File: config.mk
export PLATFORM = sky130hd
export DESIGN_NAME = dpl_loader
export DESIGN_NICKNAME = d
export VERILOG_FILES = /design/src/core/dpl_pkg.sv /design/src/core/dpl_loader.sv /design/src/core/dpl_sync.sv
export SDC_FILE = /design/constraint.sdc
export NUM_CORES = 1
export LEC_CHECK = 0
export BUFFER_PORTS_ARGS = -buffer_cell sky130_fd_sc_hd__buf_4
export CAP_MARGIN = 5
export CORE_ASPECT_RATIO = 2
export CORE_MARGIN = 4
export CORE_UTILIZATION = 35
export DETAILED_ROUTE_END_ITERATION = 7
export HOLD_SLACK_MARGIN = 0.06
export PLACE_DENSITY = 0.61
export SLEW_MARGIN = 20
export SYNTH_ARGS = -nofsm -noshare
export SYNTH_HDL_FRONTEND = slang
export SYNTH_HIERARCHICAL = 1
export SYNTH_SLANG_ARGS = --single-unit
File: constraint.sdc
create_clock -name core_clk -period 6.46 [get_ports core_clk]
set_input_delay 0.969 -clock core_clk [delete_from_list [all_inputs] [get_ports core_clk]]
set_output_delay 0.969 -clock core_clk [all_outputs]
set_load 0.01 [all_outputs]
File: src/core/dpl_pkg.sv
// Shared constants and types of the divider programme loader.
package dpl_pkg;

    ////////////////////////////////////////////////////////////////////////////////
    localparam int       DPL_DIGITS       = 6;
    localparam int       DPL_FETCHES      = 7;
    localparam int       DPL_NIB_W        = 4;
    localparam int       DPL_SYNC_STAGES  = 2;
    localparam int       DPL_CTRL_FETCH   = 6;
    localparam int       DPL_BORROW_DIGIT = 1;
    localparam int       DPL_LZ_LOW       = 2;
    localparam int       DPL_LZ_HIGH      = 5;
    localparam int       DPL_SCAN_STOP_CY = 8;
    localparam logic [3:0] DPL_DIG_RESET  = 4'h0;
    localparam logic [3:0] DPL_BCD_MAX    = 4'h9;
    localparam logic [4:0] DPL_BCD_BASE   = 5'h0A;
    localparam logic [3:0] DPL_C1_DEFAULT = 4'h1;
    localparam logic [3:0] DPL_SLAVE_A    = 4'hB;
    localparam logic [3:0] DPL_SLAVE_B    = 4'hA;
    localparam logic [4:0] DPL_M_RESET    = 5'h10;
    localparam logic [3:0] DPL_CNT_RESET  = 4'h0;
    localparam logic [6:0] DPL_STRB_IDLE  = 7'h7F;

    ////////////////////////////////////////////////////////////////////////////////
    // Programme counter: seven fetch periods and one idle state.
    typedef enum logic [2:0] {
        PC_F0, PC_F1, PC_F2, PC_F3, PC_F4, PC_F5, PC_F6, PC_IDLE
    } dpl_pc_e;

    // Pin-side inputs, carried together through the synchroniser.
    typedef struct packed {
        logic       step_clk;
        logic       scan_en;
        logic [3:0] op_a_n;
        logic [3:0] op_b_n;
        logic       borrow_in;
        logic       cascade_n;
        logic       div_in;
    } dpl_pins_s;

    // Decoded mode control word.
    typedef struct packed {
        logic [4:0] m_ratio;
        logic       hc_enable;
        logic       hc_select;
        logic [1:0] dm_mode;
    } dpl_mode_s;

endpackage : dpl_pkg

File: src/core/dpl_loader.sv
// Programme loader, mode decoder and swallow strobe generator of the divider.
`timescale 1ns/1ps
module dpl_loader
    import dpl_pkg::*;
(
    // Clock, reset, enable
    input  wire logic       core_clk,
    input  wire logic       rst_n,
    input  wire logic       clk_en,
    // Programme interface
    input  wire logic       prog_step_clock,
    input  wire logic       prog_scan_enable,
    input  wire logic [3:0] operand_a_nibble,
    input  wire logic [3:0] operand_b_nibble,
    input  wire logic       borrow_in,
    output logic      [6:0] fetch_strobe_n,
    // Divider input and cascade
    input  wire logic       divider_in,
    input  wire logic       cascade_feedback_in,
    // Divider outputs
    output logic            swallow_sync,
    output logic            swallow_strobe_first,
    output logic            swallow_strobe_second,
    output logic            swallow_strobe_third,
    output logic            fast_divided_out,
    output logic            slow_divided_out,
    // Status
    output logic            slave_mode,
    output logic      [3:0] nibble_counter_prog
);

    ////////////////////////////////////////////////////////////////////////////////
    dpl_pins_s pins_raw;
    dpl_pins_s pins;
    logic      step_prev_q;
    logic      div_prev_q;
    logic      step_rise;
    logic      step_fall;
    logic      in_tick;

    assign pins_raw = '{step_clk: prog_step_clock, scan_en: prog_scan_enable,
                        op_a_n: operand_a_nibble, op_b_n: operand_b_nibble,
                        borrow_in: borrow_in, cascade_n: cascade_feedback_in,
                        div_in: divider_in};

    dpl_sync #(.WIDTH($bits(dpl_pins_s))) u_sync (
        .core_clk (core_clk),
        .rst_n    (rst_n),
        .clk_en   (clk_en),
        .async_in (pins_raw),
        .sync_out (pins)
    );

    always_ff @(posedge core_clk) begin
        if (!rst_n) begin
            step_prev_q <= 1'b0;
            div_prev_q  <= 1'b0;
        end else if (clk_en) begin
            step_prev_q <= pins.step_clk;
            div_prev_q  <= pins.div_in;
        end
    end

    assign step_rise = clk_en && pins.step_clk && !step_prev_q;
    assign step_fall = clk_en && !pins.step_clk && step_prev_q;
    assign in_tick   = clk_en && pins.div_in && !div_prev_q;

    ////////////////////////////////////////////////////////////////////////////////
    dpl_pc_e pc_q;
    dpl_pc_e pc_d;

    always_comb begin
        pc_d = pc_q;
        if (!pins.scan_en) begin
            pc_d = PC_F6;
        end else if (step_rise) begin
            pc_d = dpl_pc_e'(pc_q + 3'd1);
        end
    end

    always_ff @(posedge core_clk) begin
        if (!rst_n) begin
            pc_q           <= PC_F6;
            fetch_strobe_n <= ~(7'h01 << PC_F6);
        end else if (clk_en) begin
            pc_q           <= pc_d;
            fetch_strobe_n <= (pc_d == PC_IDLE) ? DPL_STRB_IDLE
                            : ~(7'h01 << pc_d);
        end
    end

    ////////////////////////////////////////////////////////////////////////////////
    // Active-low operand pins become plain BCD values here.
    logic [3:0] op_a;
    logic [3:0] op_b;
    logic       bor_q;
    logic       bor_sel;
    logic [4:0] diff;
    logic       bor_out;
    logic [3:0] dig_new;
    logic [3:0] dig_q [DPL_DIGITS];
    logic [5:2] zero_ok_q;
    logic       slave_bor_q;
    dpl_mode_s  mode_q;

    assign op_a    = ~pins.op_a_n;
    assign op_b    = ~pins.op_b_n;
    assign bor_sel = (pc_q == PC_F0) ? pins.borrow_in : bor_q;
    assign diff    = {1'b0, op_a} - {1'b0, op_b} - {4'h0, bor_sel};
    assign bor_out = diff[4];
    assign dig_new = bor_out ? 4'((diff + DPL_BCD_BASE) & 5'h0F) : diff[3:0];

    always_ff @(posedge core_clk) begin
        if (!rst_n) begin
            bor_q       <= 1'b0;
            slave_bor_q <= 1'b0;
        end else if (step_fall && pc_q < PC_F6) begin
            bor_q <= bor_out;
            if (pc_q == dpl_pc_e'(DPL_BORROW_DIGIT)) begin
                slave_bor_q <= bor_out;
            end
        end
    end

    // Each digit is written only in its own fetch period and otherwise holds.
    for (genvar k = 0; k < DPL_DIGITS; k++) begin : g_digit
        always_ff @(posedge core_clk) begin
            if (!rst_n) begin
                dig_q[k] <= DPL_DIG_RESET;
            end else if (step_fall && pc_q == dpl_pc_e'(k)) begin
                dig_q[k] <= dig_new;
            end
        end
        if (k >= DPL_LZ_LOW) begin : g_slave
            always_ff @(posedge core_clk) begin
                if (!rst_n) begin
                    zero_ok_q[k] <= 1'b0;
                end else if (step_fall && pc_q == dpl_pc_e'(k)) begin
                    zero_ok_q[k] <= (k == DPL_LZ_LOW) ?
                        (op_a == DPL_SLAVE_A && op_b == DPL_SLAVE_B) :
                        (op_a == DPL_DIG_RESET && op_b == DPL_DIG_RESET);
                end
            end
        end
    end

    always_ff @(posedge core_clk) begin
        if (!rst_n) begin
            mode_q <= '{m_ratio: DPL_M_RESET, hc_enable: 1'b0, hc_select: 1'b0,
                        dm_mode: 2'b00};
        end else if (step_fall && pc_q == dpl_pc_e'(DPL_CTRL_FETCH)) begin
            mode_q.m_ratio   <= (op_a == DPL_DIG_RESET) ? DPL_M_RESET
                              : {1'b0, op_a};
            mode_q.hc_enable <= op_b[0];
            mode_q.hc_select <= op_b[1];
            mode_q.dm_mode   <= op_b[3:2];
        end
    end

    assign slave_mode = &zero_ok_q;

    ////////////////////////////////////////////////////////////////////////////////
    // Leading-zero detector; an all-zero upper programme leaves the counter at one.
    int         lz;
    logic [3:0] c1_prog;
    logic [3:0] dig_c1fb;
    logic [3:0] dig_c0fb;

    always_comb begin
        lz = DPL_LZ_LOW;
        for (int j = DPL_LZ_LOW; j <= DPL_LZ_HIGH; j++) begin
            if (dig_q[j] != DPL_DIG_RESET) begin
                lz = j;
            end
        end
        c1_prog  = (dig_q[lz] == DPL_DIG_RESET) ? DPL_C1_DEFAULT : dig_q[lz];
        dig_c1fb = dig_q[lz - 1];
        dig_c0fb = dig_q[lz - 2];
    end

    assign nibble_counter_prog = c1_prog;

    ////////////////////////////////////////////////////////////////////////////////
    // Counter chain on the sampled divider input: dual-modulus, nibble, decade, final.
    logic [3:0] dm_q;
    logic [3:0] c1_q;
    logic [3:0] dec_q;
    logic [4:0] fin_q;
    logic [3:0] dm_lim;
    logic [3:0] c1_lim;
    logic       dm_tick;
    logic       c1_tick;
    logic       fast_tick;
    logic       fin_tick;
    logic       half_q;
    logic       slow_tick;

    always_comb begin
        case (mode_q.dm_mode)
            2'd0:    dm_lim = 4'd0;
            2'd1:    dm_lim = 4'd1;
            2'd2:    dm_lim = 4'd4;
            default: dm_lim = DPL_BCD_MAX + 4'(dec_q < dig_c0fb);
        endcase
    end

    assign c1_lim    = c1_prog - 4'd1 + 4'(dec_q < dig_c1fb);
    assign dm_tick   = slave_mode ? in_tick : (in_tick && dm_q >= dm_lim);
    assign c1_tick   = slave_mode ? in_tick : (dm_tick && c1_q >= c1_lim);
    assign fast_tick = c1_tick && dec_q == DPL_BCD_MAX;
    assign fin_tick  = fast_tick && fin_q >= mode_q.m_ratio - 5'd1;
    assign slow_tick = fin_tick && (half_q || !mode_q.hc_enable);

    always_ff @(posedge core_clk) begin
        if (!rst_n) begin
            dm_q <= DPL_CNT_RESET;
        end else if (dm_tick || slave_mode) begin
            dm_q <= DPL_CNT_RESET;
        end else if (in_tick) begin
            dm_q <= dm_q + 4'd1;
        end
    end

    always_ff @(posedge core_clk) begin
        if (!rst_n) begin
            c1_q <= DPL_CNT_RESET;
        end else if (c1_tick || slave_mode) begin
            c1_q <= DPL_CNT_RESET;
        end else if (dm_tick) begin
            c1_q <= c1_q + 4'd1;
        end
    end

    always_ff @(posedge core_clk) begin
        if (!rst_n) begin
            dec_q <= DPL_CNT_RESET;
            fin_q <= 5'h00;
            half_q <= 1'b0;
        end else if (c1_tick) begin
            dec_q <= fast_tick ? DPL_CNT_RESET : dec_q + 4'd1;
            if (fast_tick) begin
                fin_q <= fin_tick ? 5'h00 : fin_q + 5'd1;
            end
            if (fin_tick && mode_q.hc_enable) begin
                half_q <= !half_q;
            end
        end
    end

    ////////////////////////////////////////////////////////////////////////////////
    // Per basic period swallow decisions. Digit zero works as a fraction over m.
    logic [4:0] frac_q;
    logic [3:0] pace_q;
    logic [2:0] fb_hit;
    logic       hc_hit;

    always_ff @(posedge core_clk) begin
        if (!rst_n) begin
            frac_q <= 5'h00;
            pace_q <= DPL_CNT_RESET;
        end else if (slow_tick) begin
            frac_q <= (frac_q >= mode_q.m_ratio - 5'd1) ? 5'h00 : frac_q + 5'd1;
            pace_q <= (pace_q == DPL_BCD_MAX) ? DPL_CNT_RESET : pace_q + 4'd1;
        end
    end

    assign hc_hit = mode_q.hc_enable && mode_q.hc_select && half_q;

    // Strobe j serves the j-th external prescaler, fastest first.
    for (genvar j = 0; j < 3; j++) begin : g_fb
        always_comb begin
            fb_hit[j] = (lz - 3 - j >= 1) && (pace_q < dig_q[(lz - 3 - j) & 7]);
            if (j == 0) begin
                fb_hit[j] = fb_hit[j] || ({1'b0, dig_q[0]} > frac_q) || hc_hit
                         || !pins.cascade_n;
            end
        end
    end

    ////////////////////////////////////////////////////////////////////////////////
    // Outputs are updated on input edges only, so the sync pulse is one input period.
    always_ff @(posedge core_clk) begin
        if (!rst_n) begin
            swallow_sync          <= 1'b1;
            swallow_strobe_first  <= 1'b1;
            swallow_strobe_second <= 1'b1;
            swallow_strobe_third  <= 1'b1;
            fast_divided_out      <= 1'b1;
            slow_divided_out      <= 1'b1;
        end else if (in_tick) begin
            swallow_sync     <= !slow_tick;
            fast_divided_out <= !fast_tick;
            slow_divided_out <= !slow_tick;
            if (slow_tick) begin
                swallow_strobe_first  <= !fb_hit[0];
                swallow_strobe_second <= !fb_hit[1];
                swallow_strobe_third  <= slave_mode ? !slave_bor_q : !fb_hit[2];
            end
        end
    end

    logic [3:0] stop_cnt_q;
    always_ff @(posedge core_clk) begin
        if (!rst_n || pins.scan_en || !clk_en) begin
            stop_cnt_q <= 4'd0;
        end else if (stop_cnt_q != 4'd15) begin
            stop_cnt_q <= stop_cnt_q + 4'd1;
        end
    end
endmodule : dpl_loader

File: src/core/dpl_sync.sv
// Two-stage synchroniser for a bundle of pin inputs.
`timescale 1ns/1ps
module dpl_sync
    import dpl_pkg::*;
#(
    parameter int WIDTH = 13
) (
    // Clock and control
    input  wire logic             core_clk,
    input  wire logic             rst_n,
    input  wire logic             clk_en,
    // Data
    input  wire logic [WIDTH-1:0] async_in,
    output logic      [WIDTH-1:0] sync_out
);

    logic [WIDTH-1:0] meta_q;

    // The first stage is read only by the second; pins may change at any time.
    always_ff @(posedge core_clk) begin
        if (!rst_n) begin
            meta_q   <= '0;
            sync_out <= '0;
        end else if (clk_en) begin
            meta_q   <= async_in;
            sync_out <= meta_q;
        end
    end

endmodule : dpl_sync

==> reports/qor.yml, run 1 <==
sta:
  rsz0062_at_grt: "false"
  hold_ws_ps: 484.8
  setup_viol: 0
  fin_tns_setup_ps: 0
  fin_ws_ps: 689.9
  slew_headroom_pct: 41.10
  max_freq_ghz: 0.1733
  hold_viol: 0
  fin_crit_sh_pct: 89.32
  maxSlewViolCount: 0
  worst_pin_slew_ps: 880.3
  post-route-min-period_ps: 5770
  fin_skew_ps: 6.581
worst_setup_path:
  critical_path.endpoint: "frac_q[4]"
  crit_chain: "or4_1 -> o21ai_4 -> buf_4 -> inv_1 -> ha_1 -> mux2i_1 -> a21boi_0 -> ha_1 -> a2111oi_0 -> a21oi_1 -> ha_1 -> ha_1 -> xnor2_1 -> ha_1 -> o21a_1 -> a211o_1 -> nand4_1 -> or2_2 -> o41ai_1"
  crit_required_ps: 6720
  max_stage_delay_ps: 660
  cp-start-kind: "flop"
  r2r_setup_slack_ps: 690
  r2r_start: "dig_q[4][0]"
  slowest_stage: "or4_1"
  r2r-end: "frac_q[4]"
  cp_max_fo: 15
  critical_path_arrival_ps: 6030
  cp_common_cell: "ha_1"
  crit_cells: 19
  crit_buf_inv: 2
  crit_path_end_kind: "flop"
  cpLargestDelayFamily: "adder cells"
  worstRegToRegCells: 19
  critical_path_class: "reg -> reg"
  startpoint: "dig_q[4][0]"
global_route:
  grt_pass1_wl_um: 24630
  antenna_found_initial: 0
  grt_usage_pct: 15.59
  grt-ovfl-total: 0
  first_global_vias: 4877
  grt_max_degree: 61
clock_tree:
  clock-root-buffer: "clkbuf_16"
  post_cts_buffers: 0
  clkSinkCount: 109
  clk_latency_ps: 350
  ctsResizeCount: 0
  clk_pin_slew_ps: 70
  numCtsBuffers: 9
  cts_tree: "yes"
  clockBufferDepth: 2
  htreeDepth: 3
  postCtsHoldBufs: 0
logic_synthesis:
  synthTopCellsByArea: "dfxtp_1 (27%), ha_1 (12%), edfxtp_1 (11%)"
  ys_warn_count: 6
  synth.avg_cell_area_um2: 8.995
  synth_flop_cell: "dfxtp_1"
  netlist-cell-type-count: 62
  syn-cell-area_um2: 6315
  ys_seq_area_share_pct: 38.36
  ys_seq_elements: 109
  yosysTopAreaCell: "dfxtp_1"
  synth_top_area_share_pct: 26.95
  synth_nets: 779
  synth_edf_count: 24
  postSynthCellCount: 702
  synth_common_cells: "dfxtp_1 (85), nand2_1 (73), nor2_1 (70)"
  ys_async_sr_fraction_pct: 0
  synth.most_common_cell: "dfxtp_1"
detailed_routing:
  dr.pass1.iters: 4
  drt_iter0_drc: 247
  wirelength_um: 15300
  wl_per_cell_um: 16.23
  route.vias.total: 5022
  drc: 0
  ant_nets: 0
  via_per_inst: 5.326
placement:
  dp_worst_setup_slack_ps: 709.3
  io_buffers: 33
  routabilityCongestion: 0.9106
  dpl_cell_area_um2: 6719
  place_hpwl_um: 12080
power_and_ir_drop:
  leakagePower_nw: 2.828
  power.density_nw_per_um2: 199.5
  power_w: 0.001395
  worst_ir_drop_vdd_mv: 0.1529
layout:
  drive_gt1_share_pct: 8.630
  fill_cells: 1797
  area_growth_pct: 10.76
  nets: 802
  final_area_um2: 6994
  antenna_cells: 0
hold_path:
  hp-class: "reg -> reg"
floorplan:
  fp-row-count: 69
  dieHeight_um: 198.0
  dieArea_um2: 20390
  io-pin-count: 34
  core_area_um2: 17780
  start_util_pct: 35.51
  die_w_um: 103.0
status:
  status: "completed"
flow_run:
  cap_violations: 0
==> worst register-to-register path, stage by stage (launching register included) <==
cell	delay, ps
edfxtp_1	420
or4_1	660
o21ai_4	180
buf_4	240
inv_1	140
ha_1	540
mux2i_1	260
a21boi_0	140
ha_1	300
a2111oi_0	350
a21oi_1	120
ha_1	220
ha_1	190
xnor2_1	130
ha_1	290
o21a_1	120
a211o_1	260
nand4_1	360
or2_2	430
o41ai_1	290
==> area by class of cell <==
class                   count  area, µm²  share of cell area, %
clock buffers               9      225.2                  3.220
clock inverters             7      50.05                 0.7156
multi-input cells         529       3602                  51.50
flip-flops and latches    109       2422                  34.63
inverters                  38      142.6                  2.039
well taps                 213      266.5                  3.810
repair buffers             38      285.3                  4.079
==> kinds of logic (layout without fill, tap and decap cells) <==
| family | after synthesis | after routing | share of synthesized area (%) |
|---|---|---|---|
| DFF | 109 | 109 | 38.36 |
| AOI/OAI and AO/OA | 141 | 141 | 14.39 |
| muxes | 51 | 51 | 8.104 |
| buffers and inverters | 64 | 92 | 4.597 |
| xor gates and xnor gates | 16 | 16 | 2.219 |
| adders and majority gates | 61 | 61 | 12.32 |
| and+or+nand+nor | 260 | 260 | 20.01 |
==> per-layer routing <==
layer | vias up | track usage [%] | share of wire (%)
li1 | 2552 | - | -
met5 | - | 0 | 0
met2 | 83 | 29.66 | 57
met1 | 2345 | 15.38 | 36
met3 | 42 | 2.539 | 2.6
met4 | 0 | 8.357 | 4.5
==> sequential cells by signal (all words and copies together), names as in the netlist <==
| register | cells |
|---|---|
| bor_q | 1 |
| c1_q | 4 |
| dec_q | 4 |
| dig_q | 24 |
| div_prev_q | 1 |
| dm_q | 4 |
| fast_divided_out | 1 |
| fetch_strobe_n | 7 |
| fin_q | 5 |
| frac_q | 5 |
| half_q | 1 |
| mode_q | 9 |
| pace_q | 4 |
| pc_q | 3 |
| slave_bor_q | 1 |
| slow_divided_out | 1 |
| step_prev_q | 1 |
| swallow_strobe_first | 1 |
| swallow_strobe_second | 1 |
| swallow_strobe_third | 1 |
| u_sync/meta_q | 13 |
| u_sync/sync_out | 13 |
| zero_ok_q | 4 |
==> metrics by stage <==
step                      utilization, %  instances
after floorplan                        -        702
after global placement             37.78        927
after detailed placement           37.78        927
after CTS                          39.33        943
after global routing               39.33        943
final                              39.33        943
==> cells in the final DEF, fill, tap and decap left out, types with 4 or more instances in the layout <==
cell / Yosys / routed
nor3_1: 7 / 7
a21boi_0: 4 / 4
a21oi_1: 39 / 39
nor2b_1: 34 / 34
o21ai_0: 36 / 36
a22oi_1: 5 / 5
nand2b_1: 10 / 10
o211ai_1: 8 / 8
clkbuf_16: 0 / 9
dfxtp_1: 85 / 85
ha_1: 59 / 59
xnor2_1: 8 / 8
o21a_1: 4 / 4
nand3b_1: 4 / 4
a2111oi_0: 4 / 4
inv_1: 38 / 38
mux2i_1: 50 / 50
a211oi_1: 12 / 12
nor2_1: 70 / 70
or3_1: 6 / 6
buf_4: 2 / 38
edfxtp_1: 24 / 24
nand4_1: 8 / 8
nand2_1: 73 / 73
or4_1: 4 / 4
xor2_1: 8 / 8
nand3_1: 27 / 27
==> report_power, final <==
part	switching, W	leakage (nW)	total, W	internal (W)
registers	0.0000151	0.938	0.000725	0.000710
logic	0.0000896	1.77	0.000149	0.0000595
clock network	0.000259	0.121	0.000522	0.000262
total	0.000364	2.83	0.00140	0.00103
==> worst min path at each step <==
| stage | depth (start not counted) | end | slack (ps) | startpoint |
|---|---|---|---|---|
| 2_1_floorplan | 2 | zero_ok_q[5] | 440 | zero_ok_q[5] |
| 3_3_place_gp | 2 | zero_ok_q[3] | 460 | zero_ok_q[3] |
| 3_5_place_dp | 2 | zero_ok_q[3] | 460 | zero_ok_q[3] |
| 4_1_cts | 2 | zero_ok_q[3] | 480 | zero_ok_q[3] |
| 5_1_grt | 2 | zero_ok_q[2] | 500 | zero_ok_q[2] |
| 6_report | 2 | zero_ok_q[2] | 480 | zero_ok_q[2] |
(Power assumes the default switching activity.)
==> run 2, diff against run 1 <==
--- a/config.mk
+++ b/config.mk
@@ -14,3 +14,2 @@
 export HOLD_SLACK_MARGIN = 0.06
-export PLACE_DENSITY = 0.61
 export SLEW_MARGIN = 20
--- a/constraint.sdc
+++ b/constraint.sdc
@@ -3,2 +3,2 @@
 set_output_delay 0.969 -clock core_clk [all_outputs]
-set_load 0.01 [all_outputs]
+set_load 0.05 [all_outputs]
==> run 2 against run 1 <==
- final cell count unchanged
- die area unchanged
- power increased by 5.9%
- fmax increased by 2.6%
- register-to-register slack improved by 150 ps
- utilization increased by 0.24 points
- via count increased by 0.76%
- final area increased by 0.61%
- clock skew increased by 0.74 ps
- global-route usage about the same
- critical path depth unchanged
- largest cell class unchanged
- highest routed layer unchanged
==> reports/qor.yml, run 2 (synthesis gave the netlist of run 1 again) <==
global_route:
  first_global_vias: 4873  # -0.082%
  grt_pass1_wl_um: 24660  # +0.14%
  grt_max_degree: 61  # unchanged
  grt-ovfl-total: 0  # unchanged
  grt_usage_pct: 15.55  # -0.035 points
  antenna_found_initial: 0  # unchanged
clock_tree:
  clock-root-buffer: "clkbuf_16"
  clkSinkCount: 109  # unchanged
  clk_latency_ps: 350  # about the same
  ctsResizeCount: 0  # unchanged
  htreeDepth: 3  # unchanged
  clk_pin_slew_ps: 70  # about the same
  cts_tree: "yes"
  numCtsBuffers: 9  # unchanged
  postCtsHoldBufs: 0  # unchanged
  clockBufferDepth: 2  # unchanged
  post_cts_buffers: 0  # unchanged
worst_setup_path:
  cp_max_fo: 11  # -4
  cp-start-kind: "flop"
  crit_path_end_kind: "flop"
  r2r_start: "dig_q[4][0]"
  critical_path_arrival_ps: 5840  # -190 ps
  crit_required_ps: 6680  # -40 ps
  startpoint: "dig_q[4][0]"
  critical_path_class: "reg -> reg"
power_and_ir_drop:
  power.density_nw_per_um2: 210.0  # +5.2%
  worst_ir_drop_vdd_mv: 0.1346  # -12%
  power_w: 0.001478  # +5.9%
  leakagePower_nw: 2.858  # +1.1%
sta:
  setup_viol: 0  # unchanged
  max_freq_ghz: 0.1778  # +2.6%
  post-route-min-period_ps: 5623  # -147.0 ps
  fin_ws_ps: 836.8  # +147.0 ps
  worst_pin_slew_ps: 910.3  # +29.95 ps
  rsz0062_at_grt: "false"
  hold_viol: 0  # unchanged
  maxSlewViolCount: 0  # unchanged
  hold_ws_ps: 469.1  # -15.75 ps
  fin_skew_ps: 7.321  # +0.7400 ps
  fin_crit_sh_pct: 87.05  # -2.3 points
  slew_headroom_pct: 39.09  # -2.0 points
  fin_tns_setup_ps: 0  # unchanged
floorplan:
  dieHeight_um: 198.0  # unchanged
  die_w_um: 103.0  # unchanged
  io-pin-count: 34  # unchanged
  start_util_pct: 35.51  # unchanged
  core_area_um2: 17780  # unchanged
  fp-row-count: 69  # unchanged
  dieArea_um2: 20390  # unchanged
layout:
  area_growth_pct: 11.43
  nets: 802  # unchanged
  final_area_um2: 7037  # +0.61%
  largest_reg_flops: 24  # unchanged
  layout_common_cells: "dfxtp_1 (85), nand2_1 (73), nor2_1 (70)"
  antenna_cells: 0  # unchanged
  final_common_cell: "dfxtp_1"
  largest_registers: "dig_q: 24 flops, u_sync/meta_q: 13 flops, u_sync/sync_out: 13 flops"
  drive_gt1_share_pct: 8.356  # -0.27 points
  largest_register: "dig_q"
detailed_routing:
  route.vias.total: 5060  # +0.76%
  ant_nets: 0  # unchanged
  drt_iter0_drc: 183  # -26%
  wl_per_cell_um: 16.14  # -0.57%
  dr.pass1.iters: 4  # unchanged
  via_per_inst: 5.366  # +0.76%
  wirelength_um: 15220  # -0.57%
  drc: 0  # unchanged
hold_path:
  min-delay-start: "swallow_strobe_second"
  hp-class: "reg -> reg"
placement:
  io_buffers: 33  # unchanged
  place_hpwl_um: 12030  # -0.36%
  dp_worst_setup_slack_ps: 891.1  # +181.9 ps
  routabilityCongestion: 0.8522  # -6.4%
  dpl_cell_area_um2: 6719  # unchanged
status:
  status: "completed"
flow_run:
  cap_violations: 0  # unchanged
run 2: cell types whose count changed in the layout (fill, tap and decap cells not counted), sizes merged:
cell,before,now
clkbuf,9,11
inv,40,39
bufinv,0,2
clkinvlp,5,1
clkinv,0,1
run 2: routing by layer:
| layer | up-vias | global-route usage [%] | routed length, µm |
|---|---|---|---|
| met2 | 73 | 29.04 | 8537 |
| met3 | 43 | 1.939 | 288 |
| li1 | 2550 | - | - |
| met4 | 0 | 9.222 | 750 |
| met1 | 2394 | 15.82 | 5641 |
| met5 | - | 0 | 0 |
run 2: where the power goes:
| group | switching (W) | total (W) | internal [W] |
|---|---|---|---|
| clock network | 0.000253 | 0.000596 | 0.000342 |
| logic | 0.0000969 | 0.000157 | 0.0000597 |
| registers | 0.0000152 | 0.000725 | 0.000710 |
run 2: worst paths after layout:
kind	end	slack [ps]	cells past startpoint
max reg2reg	swallow_strobe_second	840	19
min	swallow_strobe_second	470	2
max	swallow_strobe_second	840	19
min reg2reg	swallow_strobe_second	470	2
run 2: cell type report:
type	count	area (µm²)
clock buffer	11	232.7
clock inverter	5	85.08
fill	1798	10750
inverter	38	142.6
multi-input combinational	529	3602
sequential	109	2422
tap	213	266.5
timing repair buffer	38	285.3
run 2: metrics by stage:
step | util, % | std cells
2_1_floorplan | - | 702
6_report | 39.57 | 943
4_1_cts | 39.57 | 943
3_5_place_dp | 37.78 | 927
5_1_grt | 39.57 | 943
3_3_place_gp | 37.78 | 927
run 2: critical path: stages, from the launching register on:
cell and delay, ps:
edfxtp_1 420, or4_1 660, o21ai_4 190, inv_1 110, ha_1 540, mux2i_1 260
a21boi_0 140, ha_1 300, a2111oi_0 370, a21oi_1 130, ha_1 210, ha_1 190
xnor2_1 130, ha_1 300, o21a_1 120, a211o_1 280, nand4_1 390, buf_4 300
a2111oi_0 340, a31oi_1 70
